### config.mk
export PLATFORM = sky130hd
export DESIGN_NAME = serial_register_port
export DESIGN_NICKNAME = d
export VERILOG_FILES = /design/src/rtl/serial_register_port_pkg.sv /design/src/rtl/serial_register_port.sv
export VERILOG_INCLUDE_DIRS = /design/src /design/src/rtl
export SDC_FILE = /design/constraint.sdc
export NUM_CORES = 1
export LEC_CHECK = 0
export BUFFER_PORTS_ARGS = -buffer_cell sky130_fd_sc_hd__buf_2
export CORE_ASPECT_RATIO = 0.6
export CORE_UTILIZATION = 65
export DETAILED_ROUTE_END_ITERATION = 10
export GPL_ROUTABILITY_DRIVEN = 0
export PLACE_DENSITY = 0.82
export SYNTH_ARGS = -nofsm -noshare
export SYNTH_HDL_FRONTEND = slang
export SYNTH_SLANG_ARGS = --single-unit
### constraint.sdc
create_clock -name sys_clk -period 10.1 [get_ports sys_clk]
set_clock_uncertainty 0.2 [all_clocks]
set_input_delay 0.505 -clock sys_clk [delete_from_list [all_inputs] [get_ports sys_clk]]
set_output_delay 0.505 -clock sys_clk [all_outputs]
set_load 0.05 [all_outputs]
### src/rtl/serial_register_port_defs.svh
`ifndef SERIAL_REGISTER_PORT_DEFS_SVH
`define SERIAL_REGISTER_PORT_DEFS_SVH

// ==========================================================
// register space
`define SRP_ADDR_W        5
`define SRP_DATA_W        8
`define SRP_NUM_REGS      32
`define SRP_REG_RESET     8'h00
`define SRP_IFSEL_ADDR    5'h03
`define SRP_FOUR_WIRE_BIT 6

// ==========================================================
// instruction byte layout
`define SRP_RW_BIT        7
`define SRP_CNT_MSB       6
`define SRP_CNT_LSB       5
`define SRP_ADDR_MSB      4
`define SRP_LAST_BIT      3'h7

`endif

### src/rtl/serial_register_port_pkg.sv
package serial_register_port_pkg;

    // frame phase: instruction byte, data bytes, finished
    typedef enum logic [1:0] {
        PH_INSTR,
        PH_DATA,
        PH_DONE
    } phase_e;

endpackage

### src/rtl/serial_register_port.sv
// Function
// - Every mode register is read and written through this one serial port.
// - Bit 6 of interface_select_reg picks 4-wire (1) or 3-wire (0) operation.
// - In 3-wire mode serial_data_io carries write data in and read data out.
// - In 4-wire mode serial_data_io is input only, alarm_serial_out output.
// - Input bits are captured on rising edges of the serial clock.
// - Read-back bits change on falling edges of the serial clock.
// - The first byte of a frame is the instruction byte.
// - Bytes two to five carry the register data right after the instruction.
// - Instruction direction bit one means read, zero means write.
// - A two-bit byte_count_field gives the data byte count, sent MSB first.
// - A five-bit register_address_field is the start, decremented per byte.
// - 4-wire reads drive alarm_serial_out low after the last falling edge.
`timescale 1ns/1ps
`include "serial_register_port_defs.svh"

module serial_register_port
    import serial_register_port_pkg::*;
(
    input  wire logic                     sys_clk,
    input  wire logic                     rst_n,
    input  wire logic                     serial_clk,
    input  wire logic                     frame_enable_n,
    input  wire logic                     serial_data_in,
    output logic                          serial_data_out,
    output logic                          serial_data_oe,
    output logic                          alarm_serial_out,
    output logic                          alarm_serial_oe,
    output logic                          four_wire_select,
    output logic                          reg_wr_pulse,
    output logic [`SRP_ADDR_W-1:0]        reg_wr_addr,
    output logic [`SRP_DATA_W-1:0]        reg_wr_data
);

    // ==========================================================
    // helpers
    // data byte count from byte_count_field: 00 -> 1 ... 11 -> 4
    function automatic logic [2:0] bytes_of(input logic [1:0] count_field);
        bytes_of = {1'b0, count_field} + 3'h1;
    endfunction

    // ==========================================================
    // pin synchronisers
    logic                   sclk_s1;
    logic                   sclk_s2;
    logic                   sclk_s3;
    logic                   fen_s1;
    logic                   fen_s2;
    logic                   din_s1;
    logic                   din_s2;
    logic                   sclk_rise;
    logic                   sclk_fall;
    logic                   frame_on;

    // two flops per pin, third flop on the clock only for edge finding
    always_ff @(posedge sys_clk or negedge rst_n)
    begin
        if (!rst_n)
        begin
            sclk_s1 <= 1'b0;
            sclk_s2 <= 1'b0;
            sclk_s3 <= 1'b0;
            fen_s1  <= 1'b1;
            fen_s2  <= 1'b1;
            din_s1  <= 1'b0;
            din_s2  <= 1'b0;
        end
        else
        begin
            sclk_s1 <= serial_clk;
            sclk_s2 <= sclk_s1;
            sclk_s3 <= sclk_s2;
            fen_s1  <= frame_enable_n;
            fen_s2  <= fen_s1;
            din_s1  <= serial_data_in;
            din_s2  <= din_s1;
        end
    end

    // edges of the synchronised serial clock inside a frame
    assign frame_on  = ~fen_s2;
    assign sclk_rise = frame_on & sclk_s2 & ~sclk_s3;
    assign sclk_fall = frame_on & ~sclk_s2 & sclk_s3;

    // ==========================================================
    // frame decoder
    logic [2:0]             bit_cnt;
    logic [2:0]             bytes_left;
    logic [`SRP_ADDR_W-1:0] addr;
    logic [6:0]             shift_in;
    logic                   is_read;
    logic [7:0]             out_byte;
    phase_e                 phase;
    logic [7:0]             next_byte;
    logic                   byte_done;
    logic                   wr_fire;
    logic [`SRP_DATA_W-1:0] regs [`SRP_NUM_REGS];

    assign next_byte = {shift_in, din_s2};
    assign byte_done = sclk_rise & (bit_cnt == `SRP_LAST_BIT);
    assign wr_fire   = byte_done & (phase == PH_DATA) & ~is_read;

    // bit shifting and byte counting; bit_cnt, bytes_left and phase cleared between frames
    always_ff @(posedge sys_clk or negedge rst_n)
    begin
        if (!rst_n)
        begin
            bit_cnt    <= 3'h0;
            bytes_left <= 3'h0;
            addr       <= '0;
            shift_in   <= 7'h00;
            is_read    <= 1'b0;
            out_byte   <= 8'h00;
            phase      <= PH_INSTR;
        end
        else if (!frame_on)
        begin
            bit_cnt    <= 3'h0;
            bytes_left <= 3'h0;
            phase      <= PH_INSTR;
        end
        else if (sclk_rise)
        begin
            shift_in <= next_byte[6:0];
            bit_cnt  <= bit_cnt + 3'h1;
            if (byte_done)
            begin
                case (phase)
                    PH_INSTR:
                    begin
                        is_read    <= next_byte[`SRP_RW_BIT];
                        bytes_left <= bytes_of(
                            next_byte[`SRP_CNT_MSB:`SRP_CNT_LSB]);
                        addr       <= next_byte[`SRP_ADDR_MSB:0];
                        out_byte   <= regs[next_byte[`SRP_ADDR_MSB:0]];
                        phase      <= PH_DATA;
                    end
                    PH_DATA:
                    begin
                        bytes_left <= bytes_left - 3'h1;
                        addr       <= addr - 5'h01;
                        out_byte   <= regs[addr - 5'h01];
                        if (bytes_left == 3'h1)
                            phase <= PH_DONE;
                    end
                    PH_DONE:
                        phase <= PH_DONE;  // extra bytes ignored
                    default:
                        phase <= PH_INSTR;
                endcase
            end
        end
    end

    // ==========================================================
    // register array
    // whole data byte committed at once, only after its eighth bit
    always_ff @(posedge sys_clk or negedge rst_n)
    begin
        if (!rst_n)
        begin
            for (int i = 0; i < `SRP_NUM_REGS; i++)
                regs[i] <= `SRP_REG_RESET;
        end
        else if (wr_fire)
        begin
            regs[addr] <= next_byte;
        end
    end

    // write notice towards the rest of the chip
    always_ff @(posedge sys_clk or negedge rst_n)
    begin
        if (!rst_n)
        begin
            reg_wr_pulse <= 1'b0;
            reg_wr_addr  <= '0;
            reg_wr_data  <= '0;
        end
        else
        begin
            reg_wr_pulse <= wr_fire;
            if (wr_fire)
            begin
                reg_wr_addr <= addr;
                reg_wr_data <= next_byte;
            end
        end
    end

    // mode bit straight from the interface selection register
    assign four_wire_select =
        regs[`SRP_IFSEL_ADDR][`SRP_FOUR_WIRE_BIT];

    // ==========================================================
    // read-back drivers
    // bits move on falling edges; pins released when the frame ends
    always_ff @(posedge sys_clk or negedge rst_n)
    begin
        if (!rst_n)
        begin
            serial_data_out  <= 1'b0;
            serial_data_oe   <= 1'b0;
            alarm_serial_out <= 1'b0;
            alarm_serial_oe  <= 1'b0;
        end
        else if (!frame_on)
        begin
            serial_data_oe   <= 1'b0;
            alarm_serial_oe  <= 1'b0;
            alarm_serial_out <= 1'b0;
        end
        else if (sclk_fall && is_read && phase == PH_DATA)
        begin
            if (four_wire_select)
            begin
                alarm_serial_out <= out_byte[~bit_cnt];
                alarm_serial_oe  <= 1'b1;
                serial_data_oe   <= 1'b0;
            end
            else
            begin
                serial_data_out <= out_byte[~bit_cnt];
                serial_data_oe  <= 1'b1;
                alarm_serial_oe <= 1'b0;
            end
        end
        else if (sclk_fall && is_read && phase == PH_DONE)
        begin
            serial_data_oe   <= 1'b0;
            alarm_serial_out <= 1'b0;
            alarm_serial_oe  <= four_wire_select;
        end
    end

endmodule // serial_register_port

==> out/metrics.yaml, run 1 <==
outcome:
  run_status: "finished, final reports clean"
routing:
  first_pass_iters: 5
  postRouteAntennaNets: 0
  drcViolationCount: 0
  drt-wirelength-per-cell_um: 28.8
  routed-via-count: 10900
  via_cell_ratio: 7.18
  detailedRoute.firstIterationViolations: 1434
  routed_wl_um: 43600
critical_path:
  crit_chain: "nor3b_2, nand2_1, nor3b_4, and2_1, nand2_2, mux2_2"
  critical_path.endpoint_type: "register"
  worst-endpoint-arrival_ns: 4.23
  worst-endpoint-required_ns: 10.34
  worstRegToRegCells: 6
  timing.critical_path.slowest_cell_delay_ns: 0.77
  start_kind: "register"
  path_max_fanout: 18
  timing.setup.critical_path_class: "register to register"
  timing.critical_path.slowest_stage_cell: "nor3b_4"
clocking:
  clk-insertion-delay-late_ns: 0.57
  post-cts-setup-buffers: 0
  ctsRootBufferMaster: "clkbuf_16"
  cts.clk_slew.worst_paths_ns: 0.07
  cts-root-to-sink-buffers: 3
  post_cts_resize_count: 0
  clock-sinks: 310
  cts-htree-levels: 1
  cts_tree: "built"
  cts-buffers-inserted: 28
synthesis:
  postSynthAreaPerCell_um2: 13.9
  number_of_enable_flip_flop_cells_after_synthesis: 0
  syn_nets: 1207
  ys_async_sr_fraction_pct: 100
  syn-cell-area_um2: 16500
  ys_types: 65
  synthesis.yosys.warnings: 0
  postSynthCellCount: 1189
  yosysSeqAreaShare_pct: 46.9
  synth_ff_type: "dfrtp_1"
  register_bit_count_reported_by_yosys: 310
cells_and_area:
  finalNetCount: 1188
  area_of_all_sequential_standard_cells_um2: 7770
  multi_input_comb_area_um2: 8300
  final-instance-count-excl-fill: 1512
  drive_gt1_share_pct: 38.3
  fill_cells: 1595
  antennaDiodeCount: 0
  final_core_util_pct: 72.3
  flow.area_growth_from_synthesis_pct: 7.38
sta:
  max_freq_mhz: 251
  finalCritPeriodShare_pct: 39.5
  drv_slew: 0
  tightest_slew_ns: 1.11
  setup_tns_ns: 0
  grt_setup_unrepaired: "no"
  number_of_endpoints_failing_setup_at_the_final_stage: 0
  hold_viol_final: 0
  period_needed_ns: 3.99
  worst_slew_margin_rel_pct: 25.7
pwr:
  clock_group_share_of_total_power_pct: 39.8
  netSwitchingPower_mw: 0.803
  switching_share_pct: 28.4
  p_leak_nw: 8.49
  powerDensity_nw_per_um2: 159
  seq_power_share_pct: 47.4
  peakVddDrop_mv: 0.138
  combinationalPowerShare_pct: 12.8
  internal-power_mw: 2.02
  total_power_mw: 2.83
floorplan:
  std_cell_rows: 44
  coreArea_um2: 24600
  start_util_pct: 67.4
  chipHeight_um: 126
  design.die.area_um2: 26100
  die-width_um: 208
  floorplan.io_pins: 24
grt:
  first_pass_grt_wire_length_um: 67100
  globalRoute.totalOverflow: 0
  maximum_number_of_pins_on_one_net_before_global_route_repair: 185
  grt_use_total_pct: 34.5
  antenna_found_initial: 0
  grt_pass1_vias: 10700
placement:
  placed_cells_incl_taps: 1458
  io_buffers: 23
  post-dp-hpwl_um: 28300
hold_path:
  worst_hold_path.num_cells: 0
  hp-class: "register to register"
flow_run:
  cap_viol_max_count: 0
-- worst paths after layout --
check	startpoint	to	slack, ns
worst max-delay path	fen_s2	regs[47]	6.11
worst min-delay path	din_s1	din_s2	0.16
worst max register to register	fen_s2	regs[47]	6.11
worst min register to register	din_s1	din_s2	0.16
max in group asynchronous	rst_n	regs[67]	7.67
min in group asynchronous	rst_n	reg_wr_data[0]	0.44
-- critical path: cells and delay by family, from the launching register on --
family / cells / cell delay (ns)
mux: 1 / 0.38
simple gates: 5 / 2.84
flops: 1 / 0.44
-- cells in the final DEF (no fill, tap or decap), types with 14 or more instances in the layout --
cell / netlist / layout
buf_4: 10 / 15
mux2_2: 240 / 240
nor2b_1: 14 / 14
dfrtp_1: 308 / 302
nand2_2: 32 / 32
mux2i_1: 66 / 66
mux4_1: 19 / 19
nand2_1: 72 / 72
mux4_2: 87 / 87
mux2_1: 40 / 40
nor2_1: 29 / 29
buf_2: 18 / 22
nand3_1: 16 / 16
clkbuf_16: 0 / 29
-- sequential cells by signal, indices dropped and copies added, names as in the netlist --
register	cells
shift_in	7
fen_s2	1
addr	5
din_s2	1
serial_data_out	1
regs	255
sclk_s3	1
sclk_s1	1
serial_data_oe	1
alarm_serial_oe	1
sclk_s2	1
reg_wr_data	8
is_read	1
din_s1	1
four_wire_select	1
phase	2
reg_wr_pulse	1
fen_s1	1
alarm_serial_out	1
bytes_left	3
out_byte	8
bit_cnt	3
reg_wr_addr	5
-- cell families (layout without fill, tap and decap cells) --
family	after synthesis	after routing	synth area share (%)
flops	310	310	46.9
buf+inv	99	100	3.01
fa+ha+maj	13	13	0.983
mux	452	452	37.9
simple gates	211	211	6.60
xor+xnor	6	6	0.318
compound gates	98	98	4.25
-- per-stage QoR --
stage / hold WS (ns) / setup slack, ns / area, um^2
final: 0.159 / 6.11 / 17800
after global routing: 0.178 / 5.86 / 17800
after CTS: 0.161 / 6.14 / 17800
after detailed placement: 0.146 / 6.20 / 16800
after global placement: 0.133 / 6.30 / 16800
after floorplan: 0.00941 / 6.79 / 16500
-- synth_stat cells (14+ instances only) --
library cell | count | area [um^2]
nand2_2 | 32 | 200
mux4_1 | 19 | 499
dfrtp_1 | 308 | 7710
clkbuf_1 | 52 | 195
mux2_1 | 40 | 450
nor2_1 | 29 | 109
mux2_2 | 240 | 2700
nand2_1 | 72 | 270
nor2b_1 | 14 | 87.6
mux2i_1 | 66 | 661
nand3_1 | 16 | 80.1
mux4_2 | 87 | 1960
buf_2 | 18 | 90.1
-- per-layer routing --
layer,vias up,routed length [um],global-route usage (%)
li1,4474,-,-
met1,5688,18500,52.7
met2,634,18200,46.7
met3,60,6160,14.1
met4,0,671,5.93
met5,-,0,0
-- repair_timing --
action | CTS | global route
hold buffers | 4 | 0
setup endpoints to repair | 0 | 0
endpoints found under the hold margin | 127 | 0
-- cell type report --
class / count / area share (%)
multi-input cells: 780 / 46.7
flip-flops and latches: 310 / 43.8
clock buffers: 45 / 4.82
well taps: 322 / 2.27
repair buffers: 43 / 1.68
clock inverters: 5 / 0.564
inverters: 7 / 0.148
-- power groups by stage --
stage / Combinational (mW) / Sequential, mW / Clock [mW]
2_1_floorplan: 0.299 / 1.29 / 0
3_3_place_gp: 0.345 / 1.36 / 0
3_5_place_dp: 0.350 / 1.36 / 0
4_1_cts: 0.355 / 1.34 / 1.13
5_1_grt: 0.385 / 1.34 / 1.18
6_report: 0.362 / 1.34 / 1.12
Note: power is estimated with default switching activity, not from simulation.
==> run 2: changes to the inputs <==
CORE_UTILIZATION = 64   (was 65)
PLACE_DENSITY = 0.81   (was 0.82)
clock period = 3.76 ns   (was 10.1 ns; I/O delays follow)
==> run 2 against run 1 <==
Net effect:
- count of clock-buffer cells in the layout shrank 4
- sequential share of layout area shrank 0.34 points
- final area grew 0.76%
- sequential power grew to 2.7 times the previous value
- hold slack lost 0.079 ns
- critical endpoint is now out_byte[6]
- largest cell class unchanged
==> out/metrics.yaml, run 2 (synthesis gave the netlist of run 1 again) <==
outcome:
  run_status: "finished, final reports clean"
hold_path:
  hp-class: "input pin to register"
  timing.hold.worst.start: "serial_clk"
grt:
  maximum_number_of_pins_on_one_net_before_global_route_repair: 120
  first_pass_grt_wire_length_um: 67900
  antenna_found_initial: 0
  grt_use_total_pct: 34.1
  globalRoute.totalOverflow: 0
  grt_pass1_vias: 11000
pwr:
  peakVddDrop_mv: 0.349
  internal-power_mw: 5.20
  seq_power_share_pct: 48.4
  switching_share_pct: 29.4
  netSwitchingPower_mw: 2.16
  combinationalPowerShare_pct: 14.2
  clock_group_share_of_total_power_pct: 37.4
  p_leak_nw: 8.58
  powerDensity_nw_per_um2: 412
cells_and_area:
  antennaDiodeCount: 0
  largestRegisters: "regs: 255 flops, out_byte: 8 flops, reg_wr_data: 8 flops"
  registers.top_by_ff_count: "regs"
  flow.area_growth_from_synthesis_pct: 8.20
  drive_gt1_share_pct: 39.4
  largest_register_ff_count: 255
  most-common-layout-cells: "dfrtp_1 (303), mux2_2 (240), mux4_2 (87)"
  finalNetCount: 1207
  final_core_util_pct: 70.6
  area_of_all_sequential_standard_cells_um2: 7770
  fin_area_um2: 17900
  fill_cells: 1669
  most_common_cell_after_layout_fill_and_taps_aside: "dfrtp_1"
  multi_input_comb_area_um2: 8300
critical_path:
  critical_path.endpoint_type: "register"
  start_kind: "register"
  crit_start: "addr[0]"
  worst-endpoint-arrival_ns: 3.58
  worst-endpoint-required_ns: 4.07
  timing.setup.critical_path_class: "register to register"
  regToRegStartpoint: "addr[0]"
  path_max_fanout: 7
flow_run:
  cap_viol_max_count: 0
clocking:
  cts-root-to-sink-buffers: 3
  post-cts-setup-buffers: 0
  cts_tree: "built"
  ctsRootBufferMaster: "clkbuf_16"
  clock-sinks: 310
  clk-insertion-delay-late_ns: 0.57
  cts-buffers-inserted: 28
  cts-htree-levels: 1
  cts.clk_slew.worst_paths_ns: 0.07
sta:
  tightest_slew_ns: 1.23
  hold_viol_final: 0
  finalCritPeriodShare_pct: 87.0
  worst_slack_ns: 0.488
  setup_tns_ns: 0
  period_needed_ns: 3.27
  worst_slew_margin_rel_pct: 18.0
  number_of_endpoints_failing_setup_at_the_final_stage: 0
  drv_slew: 0
  grt_setup_unrepaired: "no"
  max_freq_mhz: 306
routing:
  routed_wl_um: 43100
  postRouteAntennaNets: 0
  routed-via-count: 10900
  first_pass_iters: 5
  drt-wirelength-per-cell_um: 28.0
  via_cell_ratio: 7.07
  detailedRoute.firstIterationViolations: 1107
  drcViolationCount: 0
floorplan:
  design.die.area_um2: 26500
  std_cell_rows: 45
  die-width_um: 210
  coreArea_um2: 25300
  start_util_pct: 65.3
  chipHeight_um: 127
  floorplan.io_pins: 24
placement:
  placed_area_um2: 17000
  io_buffers: 23
  post-dp-hpwl_um: 29600
  preCtsSetupSlack_ns: 0.656
==> run 2: stage by stage <==
stage | cells | hold slack [ns] | total power, mW
after floorplan | 1189 | -0.308 | 4.27
after global placement | 1484 | 0.0960 | 4.62
after detailed placement | 1484 | 0.103 | 4.64
after CTS | 1538 | 0.0461 | 7.37
after global routing | 1538 | 0.0744 | 7.60
final | 1538 | 0.0797 | 7.37
==> run 2: final timing paths <==
path / to / slack, ns / cells past startpoint
min in group asynchronous: reg_wr_data[5] / 0.09 / 2
setup reg to reg: out_byte[6] / 0.49 / 8
max in group asynchronous: regs[37] / 2.29 / 3
hold / removal: sclk_s1 / 0.08 / 2
hold reg to reg: fen_s2 / 0.16 / 0
setup / recovery: out_byte[6] / 0.49 / 8
==> run 2: critical path, stage by stage, from the launching register on <==
cell,delay (ns)
dfrtp_4,0.51
inv_1,0.21
ha_1,0.37
nor3b_1,0.32
xnor2_1,0.25
nor3b_1,0.72
a22oi_1,0.23
o2111ai_1,0.19
o32a_1,0.21
==> run 2: final cells by class <==
class / instances / area share (%)
well taps: 329 / 2.30
flip-flops and latches: 310 / 43.4
clock buffers: 41 / 4.52
inverters: 7 / 0.147
multi-input cells: 780 / 46.4
clock inverters: 9 / 0.315
repair buffers: 62 / 2.88
==> run 2: repair_timing <==
action | in CTS | in global routing
endpoints found under the hold margin | 115 | 0
gates resized for setup | 0 | 0
hold buffers | 4 | 0
==> run 2: layer usage <==
layer / GRT usage, % / part of all wire, % / vias up
li1: - / - / 4505
met3: 10.2 / 11 / 77
met2: 49.1 / 43 / 549
met5: 0 / 0 / -
met1: 52.1 / 44 / 5743
met4: 6.40 / 2.2 / 0
==> run 2: power groups by stage <==
stage / combinational, mW / sequential, mW / clock, mW
global placement: 1.00 / 3.62 / 0
finish: 1.05 / 3.57 / 2.76
floorplan: 0.804 / 3.46 / 0
detailed placement: 1.02 / 3.62 / 0
CTS: 1.03 / 3.56 / 2.78
global route: 1.11 / 3.58 / 2.91
==> run 3: changes to the inputs <==
CORE_MARGIN = 2   (was default)
==> run 3 against run 2 <==
Net effect:
- die area up 2.6%
- utilization up 0.40 points
- hold slack worse by 0.019 ns
==> out/metrics.yaml, run 3 (synthesis gave the netlist of run 1 again) <==
clocking:
  cts-htree-levels: 1
  post-cts-setup-buffers: 0
  cts.clk_slew.worst_paths_ns: 0.07
  clock-sinks: 310
  cts-root-to-sink-buffers: 3
  clk-insertion-delay-late_ns: 0.57
  ctsRootBufferMaster: "clkbuf_16"
  cts-buffers-inserted: 28
  cts_tree: "built"
cells_and_area:
  registers.top_by_ff_count: "regs"
  drive_gt1_share_pct: 39.6
  final-instance-count-excl-fill: 1535
  largest_register_ff_count: 255
  most-common-layout-cells: "dfrtp_1 (303), mux2_2 (240), mux4_2 (87)"
  fill_cells: 1703
  final_core_util_pct: 71.0
  flow.area_growth_from_synthesis_pct: 8.81
  most_common_cell_after_layout_fill_and_taps_aside: "dfrtp_1"
  antennaDiodeCount: 0
  largestRegisters: "regs: 255 flops, out_byte: 8 flops, reg_wr_data: 8 flops"
  finalNetCount: 1205
pwr:
  combinationalPowerShare_pct: 13.1
  total_power_mw: 7.72
  switching_share_pct: 28.7
  p_leak_nw: 8.62
  peakVddDrop_mv: 0.476
  seq_power_share_pct: 47.0
  internal-power_mw: 5.50
  clock_group_share_of_total_power_pct: 39.9
  powerDensity_nw_per_um2: 429
  netSwitchingPower_mw: 2.21
sta:
  hold_viol_final: 0
  finalCritPeriodShare_pct: 84.9
  number_of_endpoints_failing_setup_at_the_final_stage: 0
  worst_slew_margin_rel_pct: 13.8
  grt_setup_unrepaired: "no"
  drv_slew: 0
  max_freq_mhz: 313
  tightest_slew_ns: 1.29
  setup_tns_ns: 0
  period_needed_ns: 3.19
grt:
  grt_use_total_pct: 34.3
  grt_pass1_vias: 10900
  antenna_found_initial: 0
  first_pass_grt_wire_length_um: 68700
  maximum_number_of_pins_on_one_net_before_global_route_repair: 111
  globalRoute.totalOverflow: 0
critical_path:
  start_kind: "register"
  worst-endpoint-arrival_ns: 3.44
  rr_endpoint: "out_byte[6]"
  timing.setup.critical_path_class: "register to register"
  path_max_fanout: 37
  worstRegToRegCells: 7
  regToRegStartpoint: "addr[0]"
  setup.reg_to_reg.worst_slack_ns: 0.57
  worst-endpoint-required_ns: 4.01
  critical_path.endpoint_type: "register"
floorplan:
  design.die.area_um2: 27200
  start_util_pct: 65.3
  floorplan.io_pins: 24
  std_cell_rows: 45
  coreArea_um2: 25300
  chipHeight_um: 129
  die-width_um: 212
routing:
  drcViolationCount: 0
  postRouteAntennaNets: 0
  first_pass_iters: 5
  detailedRoute.firstIterationViolations: 1611
  via_cell_ratio: 7.20
  drt-wirelength-per-cell_um: 29.3
  routed_wl_um: 45000
  routed-via-count: 11100
placement:
  io_buffers: 23
  placed_cells_incl_taps: 1482
  post-dp-hpwl_um: 29800
hold_path:
  timing.hold.worst.start: "serial_clk"
  worst_hold_path.endpoint: "sclk_s1"
  worst_hold_path.num_cells: 2
  hp-class: "input pin to register"
flow_run:
  cap_viol_max_count: 0
outcome:
  run_status: "finished, final reports clean"
run 3: per-stage QoR:
step	area [um^2]	hold WS, ns	setup slack [ns]
after CTS	18000	0.0524	0.628
final	18000	0.0609	0.566
after global routing	18000	0.0692	0.393
after detailed placement	17000	0.0946	0.687
after global placement	17000	0.0958	0.703
after floorplan	16500	-0.308	0.455
run 3: what timing repair did:
action                                 in CTS  in global routing
endpoints found under the hold margin     110                  0
resized for setup                           0                  0
hold buffers                                4                  0
run 3: worst max-delay path by stage:
stage                  from           to  slack (ns)  cells past startpoint
finish              addr[0]  out_byte[6]        0.57                      7
global route        addr[0]  out_byte[6]        0.39                      7
CTS                 addr[0]  out_byte[6]        0.63                      7
detailed placement  addr[1]  out_byte[2]        0.69                      9
global placement    addr[1]  out_byte[2]        0.70                      9
floorplan           addr[0]  out_byte[5]        0.45                     12
run 3: layout make-up:
| class | count | area (um^2) | area share, % |
|---|---|---|---|
| multi-input combinational | 780 | 8300 | 46.1 |
| clock buffer | 41 | 861 | 4.78 |
| timing repair buffer | 60 | 500 | 2.78 |
| tap | 329 | 412 | 2.29 |
| clock inverter | 8 | 120 | 0.667 |
| inverter | 7 | 26.3 | 0.146 |
| sequential | 310 | 7770 | 43.2 |
run 3: power groups by stage:
stage	Combinational, mW	Sequential, mW	Clock (mW)
CTS	0.995	3.61	3.09
finish	1.01	3.62	3.08
global route	1.08	3.63	3.23
detailed placement	0.983	3.67	0
floorplan	0.804	3.46	0
global placement	0.968	3.67	0
run 3: metal layers:
| layer | share of wire (%) | GRT usage, % | wire, um | up-vias |
|---|---|---|---|---|
| li1 | - | - | - | 4499 |
| met1 | 44 | 52.8 | 19600 | 5768 |
| met2 | 42 | 48.4 | 19000 | 686 |
| met3 | 12 | 10.1 | 5420 | 106 |
| met4 | 2.2 | 8.00 | 989 | 0 |
| met5 | 0 | 0 | 0 | - |
run 3: critical path: stages (launching register included):
cell	delay, ns
dfrtp_4	0.50
inv_1	0.20
ha_1	0.38
xor2_4	0.45
buf_12	0.33
mux2i_1	0.46
o22ai_1	0.21
o32a_1	0.32
